===== src/rtl/rssq_fix_note.sv =====
`default_nettype none
`default_nettype wire


===== src/rtl/rssq_pkg.sv =====
`default_nettype none
package rssq_pkg;

    // ************************************************************
    // Timing
    // ************************************************************
    localparam int CLK_PERIOD_NS  = 50;
    localparam int INIT_DELAY_NS  = 1100000;
    localparam int INIT_DELAY_CYC =
        (INIT_DELAY_NS + CLK_PERIOD_NS - 1) / CLK_PERIOD_NS;
    localparam int HOLD_NS        = 93000;
    localparam int HOLD_CYC       = (HOLD_NS + CLK_PERIOD_NS - 1) / CLK_PERIOD_NS;
    localparam int GOOD_NS        = 93000;
    localparam int GOOD_CYC       = (GOOD_NS + CLK_PERIOD_NS - 1) / CLK_PERIOD_NS;
    localparam int TMR_W          = 16;

    // ************************************************************
    // Reference levels, counted in 6.25 mV steps
    // ************************************************************
    localparam int           LVL_W      = 9;
    localparam logic [8:0]   LVL_ZERO   = 9'h000;
    localparam logic [8:0]   BOOT_LEVEL = 9'h0b0;
    localparam logic [8:0]   VID8_TOP   = 9'h102;
    localparam logic [7:0]   VID8_FIRST = 8'h02;
    localparam logic [8:0]   VID6_TOP   = 9'h0f8;
    localparam logic [8:0]   VID5_TOP   = 9'h0e8;
    localparam logic [4:0]   NO_LOAD5   = 5'h1f;

    typedef enum logic [1:0] {
        MODE_VID8 = 2'h0,
        MODE_VID6 = 2'h1,
        MODE_VID5 = 2'h2
    } rssq_mode_t;

    // Gray codes along the eight-bit start-up path.
    typedef enum logic [2:0] {
        ST_SHUT       = 3'h0,
        ST_DELAY      = 3'h1,
        ST_RAMP_BOOT  = 3'h3,
        ST_HOLD       = 3'h2,
        ST_RAMP_FINAL = 3'h6,
        ST_GOOD_WAIT  = 3'h7,
        ST_DONE       = 3'h5
    } rssq_state_t;

    // ************************************************************
    // Register map
    // ************************************************************
    localparam int          ADDR_W       = 5;
    localparam logic [4:0]  REG_STEP_DIV = 5'h00;
    localparam logic [4:0]  REG_MODE     = 5'h04;
    localparam logic [4:0]  REG_STATUS   = 5'h08;
    localparam logic [4:0]  REG_LEVEL    = 5'h0c;
    localparam logic [15:0] STEP_DIV_RST = 16'h0064;
    localparam int          ST_POWER_GOOD_OUT_BIT = 3;
    localparam int          ST_DRIVE_BIT = 4;
    localparam int          ST_START_BIT = 5;
    localparam int          LVL_TGT_LSB  = 16;
    localparam logic [1:0]  RESP_OKAY    = 2'h0;
    localparam logic [1:0]  RESP_SLVERR  = 2'h2;

    // Turns a code into {valid, level}; the all-off codes are invalid.
    function automatic logic [9:0] vid_decode(input logic [7:0] code,
                                              input rssq_mode_t mode);
        logic [9:0] res;
        res = 10'h000;
        case (mode)
            MODE_VID8: begin
                res = {(code >= VID8_FIRST),
                       9'(VID8_TOP - 9'(code - VID8_FIRST))};
            end
            MODE_VID6: begin
                res = {1'b1, 9'(VID6_TOP - {2'h0, code[5:0], 1'b0})};
            end
            MODE_VID5: begin
                res = {(code[4:0] != NO_LOAD5),
                       9'(VID5_TOP - {2'h0, code[4:0], 2'h0})};
            end
            default: begin
                res = 10'h000;
            end
        endcase
        return res;
    endfunction

endpackage
`default_nettype wire


===== src/rtl/rssq_step_tick.sv =====
`timescale 1ns/1ps
`default_nettype none
module rssq_step_tick (
    input  wire logic        aclk,
    input  wire logic        aresetn,
    input  wire logic        run,
    input  wire logic [15:0] period,
    output logic             tick
);

    logic [15:0] cnt_reg;

    // One-cycle enable every period cycles while run is high; a zero
    // period behaves as one so the ramp can never stall.
    always_ff @(posedge aclk) begin
        if (!aresetn || !run) begin
            cnt_reg <= 16'h0000;
            tick    <= 1'b0;
        end else if (cnt_reg + 16'h0001 >= period) begin
            cnt_reg <= 16'h0000;
            tick    <= 1'b1;
        end else begin
            cnt_reg <= cnt_reg + 16'h0001;
            tick    <= 1'b0;
        end
    end

endmodule // rssq_step_tick
`default_nettype wire


===== src/rtl/rssq_sequencer.sv =====
`timescale 1ns/1ps
`default_nettype none
module rssq_sequencer
    import rssq_pkg::*;
#(
    parameter int INIT_DELAY_CYCLES = INIT_DELAY_CYC
) (
    input  wire logic        aclk,
    input  wire logic        aresetn,
    input  wire logic [4:0]  s_axi_awaddr,
    input  wire logic        s_axi_awvalid,
    output logic             s_axi_awready,
    input  wire logic [31:0] s_axi_wdata,
    input  wire logic [3:0]  s_axi_wstrb,
    input  wire logic        s_axi_wvalid,
    output logic             s_axi_wready,
    output logic [1:0]       s_axi_bresp,
    output logic             s_axi_bvalid,
    input  wire logic        s_axi_bready,
    input  wire logic [4:0]  s_axi_araddr,
    input  wire logic        s_axi_arvalid,
    output logic             s_axi_arready,
    output logic [31:0]      s_axi_rdata,
    output logic [1:0]       s_axi_rresp,
    output logic             s_axi_rvalid,
    input  wire logic        s_axi_rready,
    input  wire logic        logic_por_ok,
    input  wire logic        enable_above,
    input  wire logic        driver_bias_supply_ok,
    input  wire logic [7:0]  voltage_id_code,
    input  wire logic        feedback_input_above,
    input  wire logic        remote_sense_in_window,
    input  wire logic [1:0]  pwm_demand,
    output logic [1:0]       high_side_gate_drive,
    output logic [1:0]       low_side_gate_drive,
    output logic             power_good_out,
    output logic [8:0]       reference_level
);

    // ************************************************************
    // Declarations
    // ************************************************************
    rssq_state_t   state_reg;
    rssq_mode_t    mode_reg;
    logic [15:0]   timer_reg;
    logic [15:0]   step_div_reg;
    logic [8:0]    target_reg;
    logic          drive_en_reg;
    logic          start_ok;
    logic          start_go;
    logic          step_tick;
    logic          ramping;
    logic [9:0]    vid_now;
    logic          aw_got_reg;
    logic          w_got_reg;
    logic [4:0]    awaddr_reg;
    logic [31:0]   wdata_reg;
    logic [3:0]    wstrb_reg;
    logic [8:0]    ref_out_reg_q;

    // The reference output is the stepping register itself.
    assign reference_level = ref_out_reg_q;

    localparam logic [15:0] INIT_LAST = 16'(INIT_DELAY_CYCLES - 1);
    localparam logic [15:0] HOLD_LAST = 16'(HOLD_CYC - 1);
    localparam logic [15:0] GOOD_LAST = 16'(GOOD_CYC - 1);

    // One step of the reference toward its goal.
    function automatic logic [8:0] step_toward(input logic [8:0] cur,
                                               input logic [8:0] goal);
        logic [8:0] res;
        res = cur;
        if (cur < goal) begin
            res = cur + 9'h001;
        end else if (cur > goal) begin
            res = cur - 9'h001;
        end
        return res;
    endfunction

    // ************************************************************
    // Start conditions
    // ************************************************************
    // All three must hold; the no-load code only blocks the start itself.
    assign start_ok = logic_por_ok && enable_above
                      && driver_bias_supply_ok;
    assign start_go = start_ok && !(mode_reg == MODE_VID5
                      && voltage_id_code[4:0] == NO_LOAD5);
    assign vid_now  = vid_decode(voltage_id_code, mode_reg);
    assign ramping  = (state_reg == ST_RAMP_BOOT)
                      || (state_reg == ST_RAMP_FINAL);

    // The rate resistor is modelled by the step divider register.
    rssq_step_tick u_step_tick (
        .aclk    (aclk),
        .aresetn (aresetn),
        .run     (ramping),
        .period  (step_div_reg),
        .tick    (step_tick)
    );

    // ************************************************************
    // Sequencer
    // ************************************************************
    // Any lost condition wins over every other transition.
    always_ff @(posedge aclk) begin
        if (!aresetn || !start_ok) begin
            state_reg <= ST_SHUT;
            timer_reg <= 16'h0000;
        end else begin
            case (state_reg)
                ST_SHUT: begin
                    timer_reg <= 16'h0000;
                    if (start_go) begin
                        state_reg <= ST_DELAY;
                    end
                end
                ST_DELAY: begin
                    timer_reg <= timer_reg + 16'h0001;
                    if (timer_reg >= INIT_LAST) begin
                        timer_reg <= 16'h0000;
                        state_reg <= (mode_reg == MODE_VID8) ? ST_RAMP_BOOT
                                     : ST_RAMP_FINAL;
                    end
                end
                ST_RAMP_BOOT: begin
                    if (ref_out_reg_q == BOOT_LEVEL) begin
                        state_reg <= ST_HOLD;
                    end
                end
                ST_HOLD: begin
                    timer_reg <= timer_reg + 16'h0001;
                    // An invalid code keeps the boot level and retries.
                    if (timer_reg >= HOLD_LAST) begin
                        timer_reg <= 16'h0000;
                        if (vid_now[9]) begin
                            state_reg <= ST_RAMP_FINAL;
                        end
                    end
                end
                ST_RAMP_FINAL: begin
                    if (ref_out_reg_q == target_reg) begin
                        state_reg <= (mode_reg == MODE_VID8) ? ST_GOOD_WAIT
                                     : ST_DONE;
                    end
                end
                ST_GOOD_WAIT: begin
                    timer_reg <= timer_reg + 16'h0001;
                    if (timer_reg >= GOOD_LAST) begin
                        state_reg <= ST_DONE;
                    end
                end
                ST_DONE: begin
                    timer_reg <= 16'h0000;
                end
                default: begin
                    state_reg <= ST_SHUT;
                    timer_reg <= 16'h0000;
                end
            endcase
        end
    end

    // Final level: captured at start in the short modes, after the hold
    // in eight-bit mode.
    always_ff @(posedge aclk) begin
        if (!aresetn) begin
            target_reg <= LVL_ZERO;
        end else if (state_reg == ST_SHUT && start_go
                     && mode_reg != MODE_VID8) begin
            target_reg <= vid_now[8:0];
        end else if (state_reg == ST_HOLD && timer_reg >= HOLD_LAST
                     && vid_now[9]) begin
            target_reg <= vid_now[8:0];
        end
    end

    // Reference ramps only on a step tick, one step at a time; shutdown or a lost condition clears it at once.
    always_ff @(posedge aclk) begin
        if (!aresetn || !start_ok || state_reg == ST_SHUT
            || state_reg == ST_DELAY) begin
            ref_out_reg_q <= LVL_ZERO;
        end else if (step_tick && state_reg == ST_RAMP_BOOT) begin
            ref_out_reg_q <= step_toward(ref_out_reg_q, BOOT_LEVEL);
        end else if (step_tick && state_reg == ST_RAMP_FINAL) begin
            ref_out_reg_q <= step_toward(ref_out_reg_q, target_reg);
        end
    end

    // ************************************************************
    // Gate drive and power-good
    // ************************************************************
    // Drivers stay off while feedback sits above the reference and are
    // released for good once the reference passes it or the ramp ends.
    always_ff @(posedge aclk) begin
        if (!aresetn || !start_ok || state_reg == ST_SHUT
            || state_reg == ST_DELAY) begin
            drive_en_reg <= 1'b0;
        end else if (ramping && !feedback_input_above) begin
            drive_en_reg <= 1'b1;
        end else if (state_reg == ST_GOOD_WAIT || state_reg == ST_DONE) begin
            drive_en_reg <= 1'b1;
        end
    end

    // Both gates low when disabled, else complementary per phase.
    always_ff @(posedge aclk) begin
        if (!aresetn || state_reg == ST_SHUT || !drive_en_reg) begin
            high_side_gate_drive <= 2'h0;
            low_side_gate_drive  <= 2'h0;
        end else begin
            high_side_gate_drive <= pwm_demand;
            low_side_gate_drive  <= ~pwm_demand;
        end
    end

    always_ff @(posedge aclk) begin
        // A lost start condition drops power-good at the same edge as
        // the return to shutdown, not one cycle later.
        if (!aresetn || !start_ok || state_reg != ST_DONE) begin
            power_good_out <= 1'b0;
        end else if (mode_reg == MODE_VID8) begin
            power_good_out <= 1'b1;
        end else begin
            power_good_out <= remote_sense_in_window;
        end
    end

    // ************************************************************
    // AXI4-Lite slave
    // ************************************************************
    // Address and data are taken in either order; the write lands once
    // both are in, and readies stay low until the response is taken.
    always_ff @(posedge aclk) begin
        if (!aresetn) begin
            aw_got_reg    <= 1'b0;
            w_got_reg     <= 1'b0;
            s_axi_awready <= 1'b0;
            s_axi_wready  <= 1'b0;
            s_axi_bvalid  <= 1'b0;
            s_axi_bresp   <= RESP_OKAY;
            awaddr_reg    <= 5'h00;
            wdata_reg     <= 32'h00000000;
            wstrb_reg     <= 4'h0;
        end else begin
            if (s_axi_awvalid && s_axi_awready) begin
                aw_got_reg    <= 1'b1;
                s_axi_awready <= 1'b0;
                awaddr_reg    <= s_axi_awaddr;
            end else if (!aw_got_reg && !s_axi_bvalid) begin
                s_axi_awready <= 1'b1;
            end
            if (s_axi_wvalid && s_axi_wready) begin
                w_got_reg    <= 1'b1;
                s_axi_wready <= 1'b0;
                wdata_reg    <= s_axi_wdata;
                wstrb_reg    <= s_axi_wstrb;
            end else if (!w_got_reg && !s_axi_bvalid) begin
                s_axi_wready <= 1'b1;
            end
            if (aw_got_reg && w_got_reg && !s_axi_bvalid) begin
                aw_got_reg   <= 1'b0;
                w_got_reg    <= 1'b0;
                s_axi_bvalid <= 1'b1;
                s_axi_bresp  <= (awaddr_reg[4:2] <= REG_LEVEL[4:2])
                                ? RESP_OKAY : RESP_SLVERR;
            end else if (s_axi_bvalid && s_axi_bready) begin
                s_axi_bvalid <= 1'b0;
            end
        end
    end

    // Writable settings, honouring byte strobes.
    always_ff @(posedge aclk) begin
        if (!aresetn) begin
            step_div_reg <= STEP_DIV_RST;
            mode_reg     <= MODE_VID8;
        end else if (aw_got_reg && w_got_reg && !s_axi_bvalid) begin
            if (awaddr_reg == REG_STEP_DIV) begin
                if (wstrb_reg[0]) step_div_reg[7:0]  <= wdata_reg[7:0];
                if (wstrb_reg[1]) step_div_reg[15:8] <= wdata_reg[15:8];
            end
            // Mode should only change in shutdown; a live change takes
            // effect at the next decision point.
            if (awaddr_reg == REG_MODE && wstrb_reg[0]) begin
                mode_reg <= (wdata_reg[1:0] == 2'h3) ? MODE_VID8
                            : rssq_mode_t'(wdata_reg[1:0]);
            end
        end
    end

    // Reads answer one cycle after the address is taken.
    always_ff @(posedge aclk) begin
        if (!aresetn) begin
            s_axi_arready <= 1'b0;
            s_axi_rvalid  <= 1'b0;
            s_axi_rdata   <= 32'h00000000;
            s_axi_rresp   <= RESP_OKAY;
        end else if (s_axi_arvalid && s_axi_arready) begin
            s_axi_arready <= 1'b0;
            s_axi_rvalid  <= 1'b1;
            s_axi_rresp   <= RESP_OKAY;
            case (s_axi_araddr)
                REG_STEP_DIV: s_axi_rdata <= {16'h0000, step_div_reg};
                REG_MODE:     s_axi_rdata <= {30'h00000000, mode_reg};
                REG_STATUS: begin
                    s_axi_rdata <= 32'h00000000;
                    s_axi_rdata[2:0]          <= state_reg;
                    s_axi_rdata[ST_POWER_GOOD_OUT_BIT] <= power_good_out;
                    s_axi_rdata[ST_DRIVE_BIT] <= drive_en_reg;
                    s_axi_rdata[ST_START_BIT] <= start_ok;
                end
                REG_LEVEL: begin
                    s_axi_rdata <= 32'h00000000;
                    s_axi_rdata[8:0] <= ref_out_reg_q;
                    s_axi_rdata[LVL_TGT_LSB +: 9] <= target_reg;
                end
                default: begin
                    s_axi_rdata <= 32'h00000000;
                    s_axi_rresp <= RESP_SLVERR;
                end
            endcase
        end else if (s_axi_rvalid && s_axi_rready) begin
            s_axi_rvalid  <= 1'b0;
        end else if (!s_axi_rvalid) begin
            s_axi_arready <= 1'b1;
        end
    end

    // ************************************************************
    // Assertions
    // ************************************************************
    a_shut_gates_off: assert property (@(posedge aclk) disable iff (!aresetn)
        state_reg == ST_SHUT |=> high_side_gate_drive == 2'h0
        && low_side_gate_drive == 2'h0)
        else $error("gates driven in shutdown");
    a_lost_cond_shut: assert property (@(posedge aclk) disable iff (!aresetn)
        !start_ok |=> state_reg == ST_SHUT && !power_good_out)
        else $error("start condition lost but not shut down");
    a_no_load_block: assert property (@(posedge aclk) disable iff (!aresetn)
        state_reg == ST_SHUT && mode_reg == MODE_VID5
        && voltage_id_code[4:0] == NO_LOAD5 |=> state_reg == ST_SHUT)
        else $error("start with no-load code");
    a_start_now: assert property (@(posedge aclk) disable iff (!aresetn)
        state_reg == ST_SHUT && start_go |=> state_reg == ST_DELAY)
        else $error("start not immediate");
    a_delay_ref_zero: assert property (@(posedge aclk) disable iff (!aresetn)
        state_reg == ST_DELAY |-> ref_out_reg_q == LVL_ZERO
        && timer_reg <= INIT_LAST)
        else $error("reference moved during initial delay");
    a_step_one: assert property (@(posedge aclk) disable iff (!aresetn)
        ramping && $past(ramping) && !$past(step_tick)
        |-> $stable(ref_out_reg_q))
        else $error("reference moved without a step tick");
    a_boot_hold: assert property (@(posedge aclk) disable iff (!aresetn)
        $rose(state_reg == ST_HOLD) |-> ref_out_reg_q == BOOT_LEVEL
        ##1 (state_reg == ST_HOLD) [*8])
        else $error("boot hold too short or wrong level");
    a_power_good_out_done: assert property (@(posedge aclk) disable iff (!aresetn)
        power_good_out |-> $past(state_reg == ST_DONE))
        else $error("power-good before soft-start end");
    a_prebias_off: assert property (@(posedge aclk) disable iff (!aresetn)
        $rose(ramping) && feedback_input_above
        |=> !drive_en_reg)
        else $error("drivers on while pre-biased");

endmodule // rssq_sequencer
`default_nettype wire


===== config.mk =====
export PLATFORM = sky130hd
export DESIGN_NAME = rssq_sequencer
export DESIGN_NICKNAME = d
export VERILOG_FILES = /design/src/rtl/rssq_fix_note.sv /design/src/rtl/rssq_pkg.sv /design/src/rtl/rssq_step_tick.sv /design/src/rtl/rssq_sequencer.sv
export SDC_FILE = /design/constraint.sdc
export NUM_CORES = 1
export LEC_CHECK = 0
export BUFFER_PORTS_ARGS = -buffer_cell sky130_fd_sc_hd__buf_4
export CAP_MARGIN = 10
export CORE_MARGIN = 2
export CORE_UTILIZATION = 40
export CTS_CLUSTER_SIZE = 10
export DETAILED_ROUTE_END_ITERATION = 16
export PLACE_DENSITY_LB_ADDON = 0.25
export SLEW_MARGIN = 20
export SYNTH_ARGS = -nofsm -noshare
export SYNTH_HDL_FRONTEND = slang
export SYNTH_SLANG_ARGS = --single-unit

===== constraint.sdc =====
create_clock -name aclk -period 3 [get_ports aclk]
set_input_delay 0.75 -clock aclk [delete_from_list [all_inputs] [get_ports aclk]]
set_output_delay 0.75 -clock aclk [all_outputs]
set_load 0.01 [all_outputs]

==> metrics.yaml, run 1 <==
status: "complete, no violations"
synth_cell_types: 71
grt_antenna_before_repair: 0
worst_pin_slew_ns: 0.6855
synth_xor_area_share_pct: 5.062
grt_overflow: 0
die_x_um: 135.5
synth_warnings: 0
hold_viol_final: 0
synth_compound_area_share_pct: 19.62
final_antenna_net_count: 0
clk_latency_ns: 0.43
worst_ep_arrival_time_ns: 3.07
yosysSeqAreaShare_pct: 39.05
fin_tns_setup_ns: 0
area_growth_syn_to_layout_pct: 22.62
grt_use_total_pct: 19.22
start_util_pct: 40.43
route.vias.total: 5910
worstPathRequired_ns: 3.35
synthSimpleGateAreaFrac_pct: 19.26
cp_cell_sequence: "and3_1 > nand4_1 > nor2_1 > xor2_1 > ha_1 > a21o_1 > a21o_1 > a21oi_2 > a21o_1 > nand4_1 > buf_4 > a21boi_0"
leakage_nw: 3.563
cts_root_buf: "clkbuf_16"
cpLargestDelayFamily: "compound AO/OA/AOI/OAI gates"
syn_area_per_cell_sq_um: 8.575
finalCriticalPeriod_ns: 2.723
ir_worst_vdd_v: 0.0003998
drtPass1Iterations: 5
synth_cells: 807
clock-sinks: 135
grt_pass1_vias: 5362
io_buffers: 95
period_share_pct: 90.75
drv_cap: 0
synth_edf_count: 0
cts_buffers: 17
drcViolationCount: 0
antenna_cells: 0
coreArea_sq_um: 17120
postRouteWirelength_um: 17100
path_clk_slew_ns: 0.06
grt_max_degree: 61
clock_path_buffers: 2
placed_cell_area_sq_um: 7850
use_met3_pct: 3.779
async_reset_ff_share_pct: 0
grt_first_pass_wirelength_um: 27730
cp_max_fo: 16
synth-seq-cells: 135
max_flop_register: "s_axi_rdata"
dr.first_iter.drc_count: 634
slew_headroom_pct: 54.30
crit_path_start_kind: "flop"
synth_area_sq_um: 6920
fin_skew_ns: 0.009854
cp_slowest_cell: "dfxtp_1"
ys.flop_type: "dfxtp_1"
critical_path_buf_inv_count: 1
place_congestion: 0.8228
vias_per_cell: 5.202
hold_buffers: 0
synthAdderAreaFrac_pct: 6.147
cpPeakStageDelay_ns: 0.38
power_density_nw_per_um2: 513.3
final_layout_size_suffix_gt1_share_pct: 18.99
fp-row-count: 48
hpwl_um: 12420
largest_reg_flops: 25
yosys-mux-area-fraction_pct: 5.008
fin_area_sq_um: 8486
io_pins: 123
grt_use_met1_pct: 27.82
maxSlewViolCount: 0
end_kind: "flop"
synth_top_family_by_area: "compound AO/OA/AOI/OAI gates"
tritoncts: "done"
finalSetupViolCount: 0
grt_most_used_layer: "met2"
crit_type: "flop to flop"
hp-class: "flop to flop"
use_met2_pct: 28.91
fin_nets: 1000
dieArea_sq_um: 18370
cpMostUsedCell: "a21o_1"
wire_per_inst_um: 15.05
die_h_um: 135.5
fmax_mhz: 367.3
htree_levels: 4
[final timing paths]
| path | from | end | slack, ns | cells after the start |
|---|---|---|---|---|
| max | u_step_tick.cnt_reg[2] | u_step_tick.cnt_reg[4] | 0.28 | 12 |
| min | awaddr_reg[3] | awaddr_reg[3] | 0.45 | 2 |
| max reg2reg | u_step_tick.cnt_reg[2] | u_step_tick.cnt_reg[4] | 0.28 | 12 |
| min reg2reg | awaddr_reg[3] | awaddr_reg[3] | 0.45 | 2 |
[report_power, final]
| part | internal (mW) | switching (mW) |
|---|---|---|
| combinational | 0.140 | 0.179 |
| sequential | 1.82 | 0.0213 |
| clock | 1.33 | 0.862 |
| total | 3.29 | 1.06 |
[per-stage QoR]
step	utilization, %	setup slack (ns)	hold slack [ns]	cells	power, mW
after global placement	45.86	0.1876	0.4403	1104	2.198
after CTS	49.47	0.1850	0.4532	1136	4.394
final	49.58	0.2774	0.4507	1136	4.356
after global routing	49.58	-0.01163	0.4612	1136	4.509
after detailed placement	45.86	0.1957	0.4449	1104	2.201
after floorplan	-	0.2949	0.4313	815	2.086
[tightest hold or removal path, stage by stage, from the launching register on]
cell	delay, ns
dfxtp_1	0.30
nand2_1	0.05
a21oi_1	0.05
[repair_timing]
| item | CTS | global route |
|---|---|---|
| resized for setup | 0 | 4 |
| endpoints found under the setup margin | 0 | 16 |
| setup buffers | 0 | 0 |
[per-layer routing]
metal	share of wire, %	vias up
met5	0	-
met4	1.0	0
met3	3.9	17
met2	45	124
met1	50	2739
li1	-	3030
[synthesized netlist by cell type (all sizes together), types with 2 or more instances]
cell	number	share of area, %
a211o	2	0.25
a211oi	10	1.4
a21boi	16	1.7
a21o	12	1.3
a21oi	58	4.2
a22o	18	2.3
a22oi	12	1.3
a311oi	3	0.38
a31oi	7	0.63
a41o	2	0.45
and2	8	0.72
and3	11	0.99
and4	2	0.25
buf	19	2.0
clkbuf	33	1.8
dfxtp	135	39
ha	34	6.1
inv	37	2.0
mux2i	29	4.2
mux4	2	0.65
nand2	85	4.6
nand2b	6	0.54
nand3	20	1.4
nand3b	5	0.54
nand4	12	1.1
nand4b	2	0.25
nor2	83	4.5
nor3	21	1.7
nor4	5	0.45
o2111a	2	0.33
o2111ai	3	0.38
o211ai	3	0.40
o21a	6	0.65
o21ai	26	1.9
o41ai	2	0.25
or2	3	0.27
or3	7	0.63
or3b	2	0.25
or4	4	0.49
xnor2	21	2.7
xor2	19	2.4
[logic make-up (layout without fill, tap and decap cells)]
logic type | after synthesis | in the layout
buffers and inverters | 90 | 186
muxes | 32 | 32
and+or+nand+nor | 280 | 280
adders and majority gates | 34 | 34
DFF | 135 | 135
xor gates and xnor gates | 40 | 40
other | 1 | 9
AOI/OAI and AO/OA | 195 | 195
[cell usage in the layout (no fill, tap or decap), types with 4 or more instances in the layout]
cell type / n
nand2b_1: 6
xor2_1: 19
and3_1: 11
inv_1: 37
or3_1: 7
and2_1: 8
o21a_1: 6
conb_1: 9
a21boi_0: 16
nand2_1: 85
a22oi_1: 12
buf_4: 116
nand4_1: 12
nor3_1: 20
nand3_1: 20
a21oi_1: 56
a211oi_2: 5
nor4_1: 4
ha_1: 34
nand3b_1: 5
a21o_1: 12
dfxtp_1: 135
clkbuf_16: 17
a31oi_1: 7
xnor2_1: 20
o21ai_0: 23
a211oi_1: 5
mux2i_1: 29
a22o_1: 18
nor2_1: 81
[layout make-up]
class	count	area (sq um)
clock buffers	18	429.2
clock inverters	14	188.9
fillers	1691	8631
inverters	38	142.6
multi-input cells	590	3870
flip-flops and latches	135	2703
well taps	225	281.5
repair buffers	116	870.8
No activity file was read; power rests on OpenSTA's default activity.
==> run 2: changes to the inputs <==
- clock period: 3 -> 3.17 ns (I/O delays scaled with it)
==> run 2 against run 1 <==
Compared with the run above:
- flip-flop and latch count stayed put
- largest power group unchanged
- combinational power is 5% lower
- sequential power is 5% lower
- highest routed layer unchanged
- largest cell class unchanged
==> metrics.yaml, run 2 (synthesized netlist as in run 1, its figures left out) <==
status: "complete, no violations"
cp_cell_sequence: "nand3_1 > or2_2 > nor2_1 > nand3_1 > xnor2_1 > ha_1 > a21o_1 > a21o_1 > a21oi_1 > o2111ai_1 > buf_4 > a21boi_0"
maxSlewViolCount: 0
start_util_pct: 40.43
worst_ep_arrival_time_ns: 3.22
tritoncts: "done"
antenna_cells: 0
hold_viol_final: 0
cp_slowest_cell: "dfxtp_1"
final_cell_mix: "135 x dfxtp_1, 113 x buf_4, 85 x nand2_1"
place_congestion: 0.8265
vias_per_cell: 5.194
cp_max_fo: 16
max_flop_register: "s_axi_rdata"
crit_path_start_kind: "flop"
cpPeakStageDelay_ns: 0.39
fin_nets: 997
setup_slack_ns: 0.2962
slew_headroom_pct: 44.07
grt_pass1_vias: 5363
fin_tns_setup_ns: 0
path_clk_slew_ns: 0.06
grt_antenna_before_repair: 0
worstPathRequired_ns: 3.51
dr.first_iter.drc_count: 421
drtPass1Iterations: 5
leakage_nw: 3.526
cts_root_buf: "clkbuf_16"
postRouteWirelength_um: 16960
crit_type: "flop to flop"
holdWs_ns: 0.4525
fin_cells: 1133
wire_per_inst_um: 14.97
fp-row-count: 48
clock-sinks: 135
hold_buffers: 0
end_kind: "flop"
rsz0062_at_grt: "false"
hp-class: "flop to flop"
coreArea_sq_um: 17120
ir_worst_vdd_v: 0.0004276
grt_use_total_pct: 19.26
drv_cap: 0
num-fill-cells: 1636
die_x_um: 135.5
die_h_um: 135.5
htree_levels: 4
route.vias.total: 5885
dp_cells: 1101
clk_latency_ns: 0.42
cts-resized-gates: 0
grt_first_pass_wirelength_um: 27740
fmax_mhz: 348.0
period_share_pct: 90.66
cts_buffers: 17
grt_max_degree: 40
final_antenna_net_count: 0
area_growth_syn_to_layout_pct: 21.37
finalCriticalPeriod_ns: 2.874
power_density_nw_per_um2: 470.5
finalSetupViolCount: 0
largest_reg_flops: 25
hpwl_um: 12410
drcViolationCount: 0
fin_skew_ns: 0.007044
power_mw: 3.952
final_common_cell: "dfxtp_1"
pre_cts_slack_ns: 0.3475
critical_path_buf_inv_count: 1
postCtsSetupRepairBufs: 0
final_layout_size_suffix_gt1_share_pct: 18.39
io_pins: 123
clock_path_buffers: 2
worst_pin_slew_ns: 0.8333
grt_overflow: 0
io_buffers: 95
dieArea_sq_um: 18370
cpLargestDelayFamily: "compound AO/OA/AOI/OAI gates"
run 2: cell types whose count changed in the layout (fill, tap and decap cells not counted), sizes merged:
| cell | delta |
|---|---|
| bufinv | -2 |
| clkinv | +3 |
| buf | -3 |
| inv | -1 |
| clkbuf | +1 |
| clkinvlp | -1 |
run 2: metrics by stage:
stage	utilization [%]	cell area [sq um]
3_5_place_dp	45.73	7828
2_1_floorplan	-	6950
5_1_grt	49.07	8399
4_1_cts	49.07	8399
6_report	49.07	8399
3_3_place_gp	45.73	7828
run 2: worst register-to-register path, stage by stage (launching register included):
cell and delay, ns:
dfxtp_1 0.39, nand3_1 0.11, or2_2 0.33, nor2_1 0.16, nand3_1 0.12, xnor2_1 0.23, ha_1 0.29, a21o_1 0.18
a21o_1 0.17, a21oi_1 0.28, o2111ai_1 0.16, buf_4 0.21, a21boi_0 0.18
run 2: worst paths after layout:
path | from | end | slack [ns] | cells after the start
worst max-delay path | u_step_tick.cnt_reg[6] | u_step_tick.cnt_reg[1] | 0.30 | 12
worst min-delay path | wdata_reg[2] | wdata_reg[2] | 0.45 | 2
worst max register to register | u_step_tick.cnt_reg[6] | u_step_tick.cnt_reg[1] | 0.30 | 12
worst min register to register | wdata_reg[2] | wdata_reg[2] | 0.45 | 2
run 2: area by class of cell:
class / count / area [sq um] / share of cell area [%]
Clock buffer: 19 / 452.9 / 5.393
Multi-Input combinational cell: 590 / 3852 / 45.87
Sequential cell: 135 / 2703 / 32.18
Clock inverter: 13 / 118.9 / 1.415
Inverter: 38 / 142.6 / 1.698
Timing Repair Buffer: 113 / 848.3 / 10.10
Tap cell: 225 / 281.5 / 3.352
run 2: power breakdown:
| part | total, mW | switching, mW | internal, mW | leakage (nW) |
|---|---|---|---|---|
| Combinational | 0.302 | 0.171 | 0.131 | 2.15 |
| Sequential | 1.74 | 0.0203 | 1.72 | 1.09 |
| Clock | 1.91 | 0.777 | 1.13 | 0.290 |
| Total | 3.95 | 0.968 | 2.98 | 3.53 |
run 2: routing by layer:
metal	global-route usage, %	share of wire, %	routed length (um)
met1	27.66	51	8677
met2	28.37	44	7431
met3	4.377	3.4	579
met4	6.655	1.6	272
met5	0	0	0
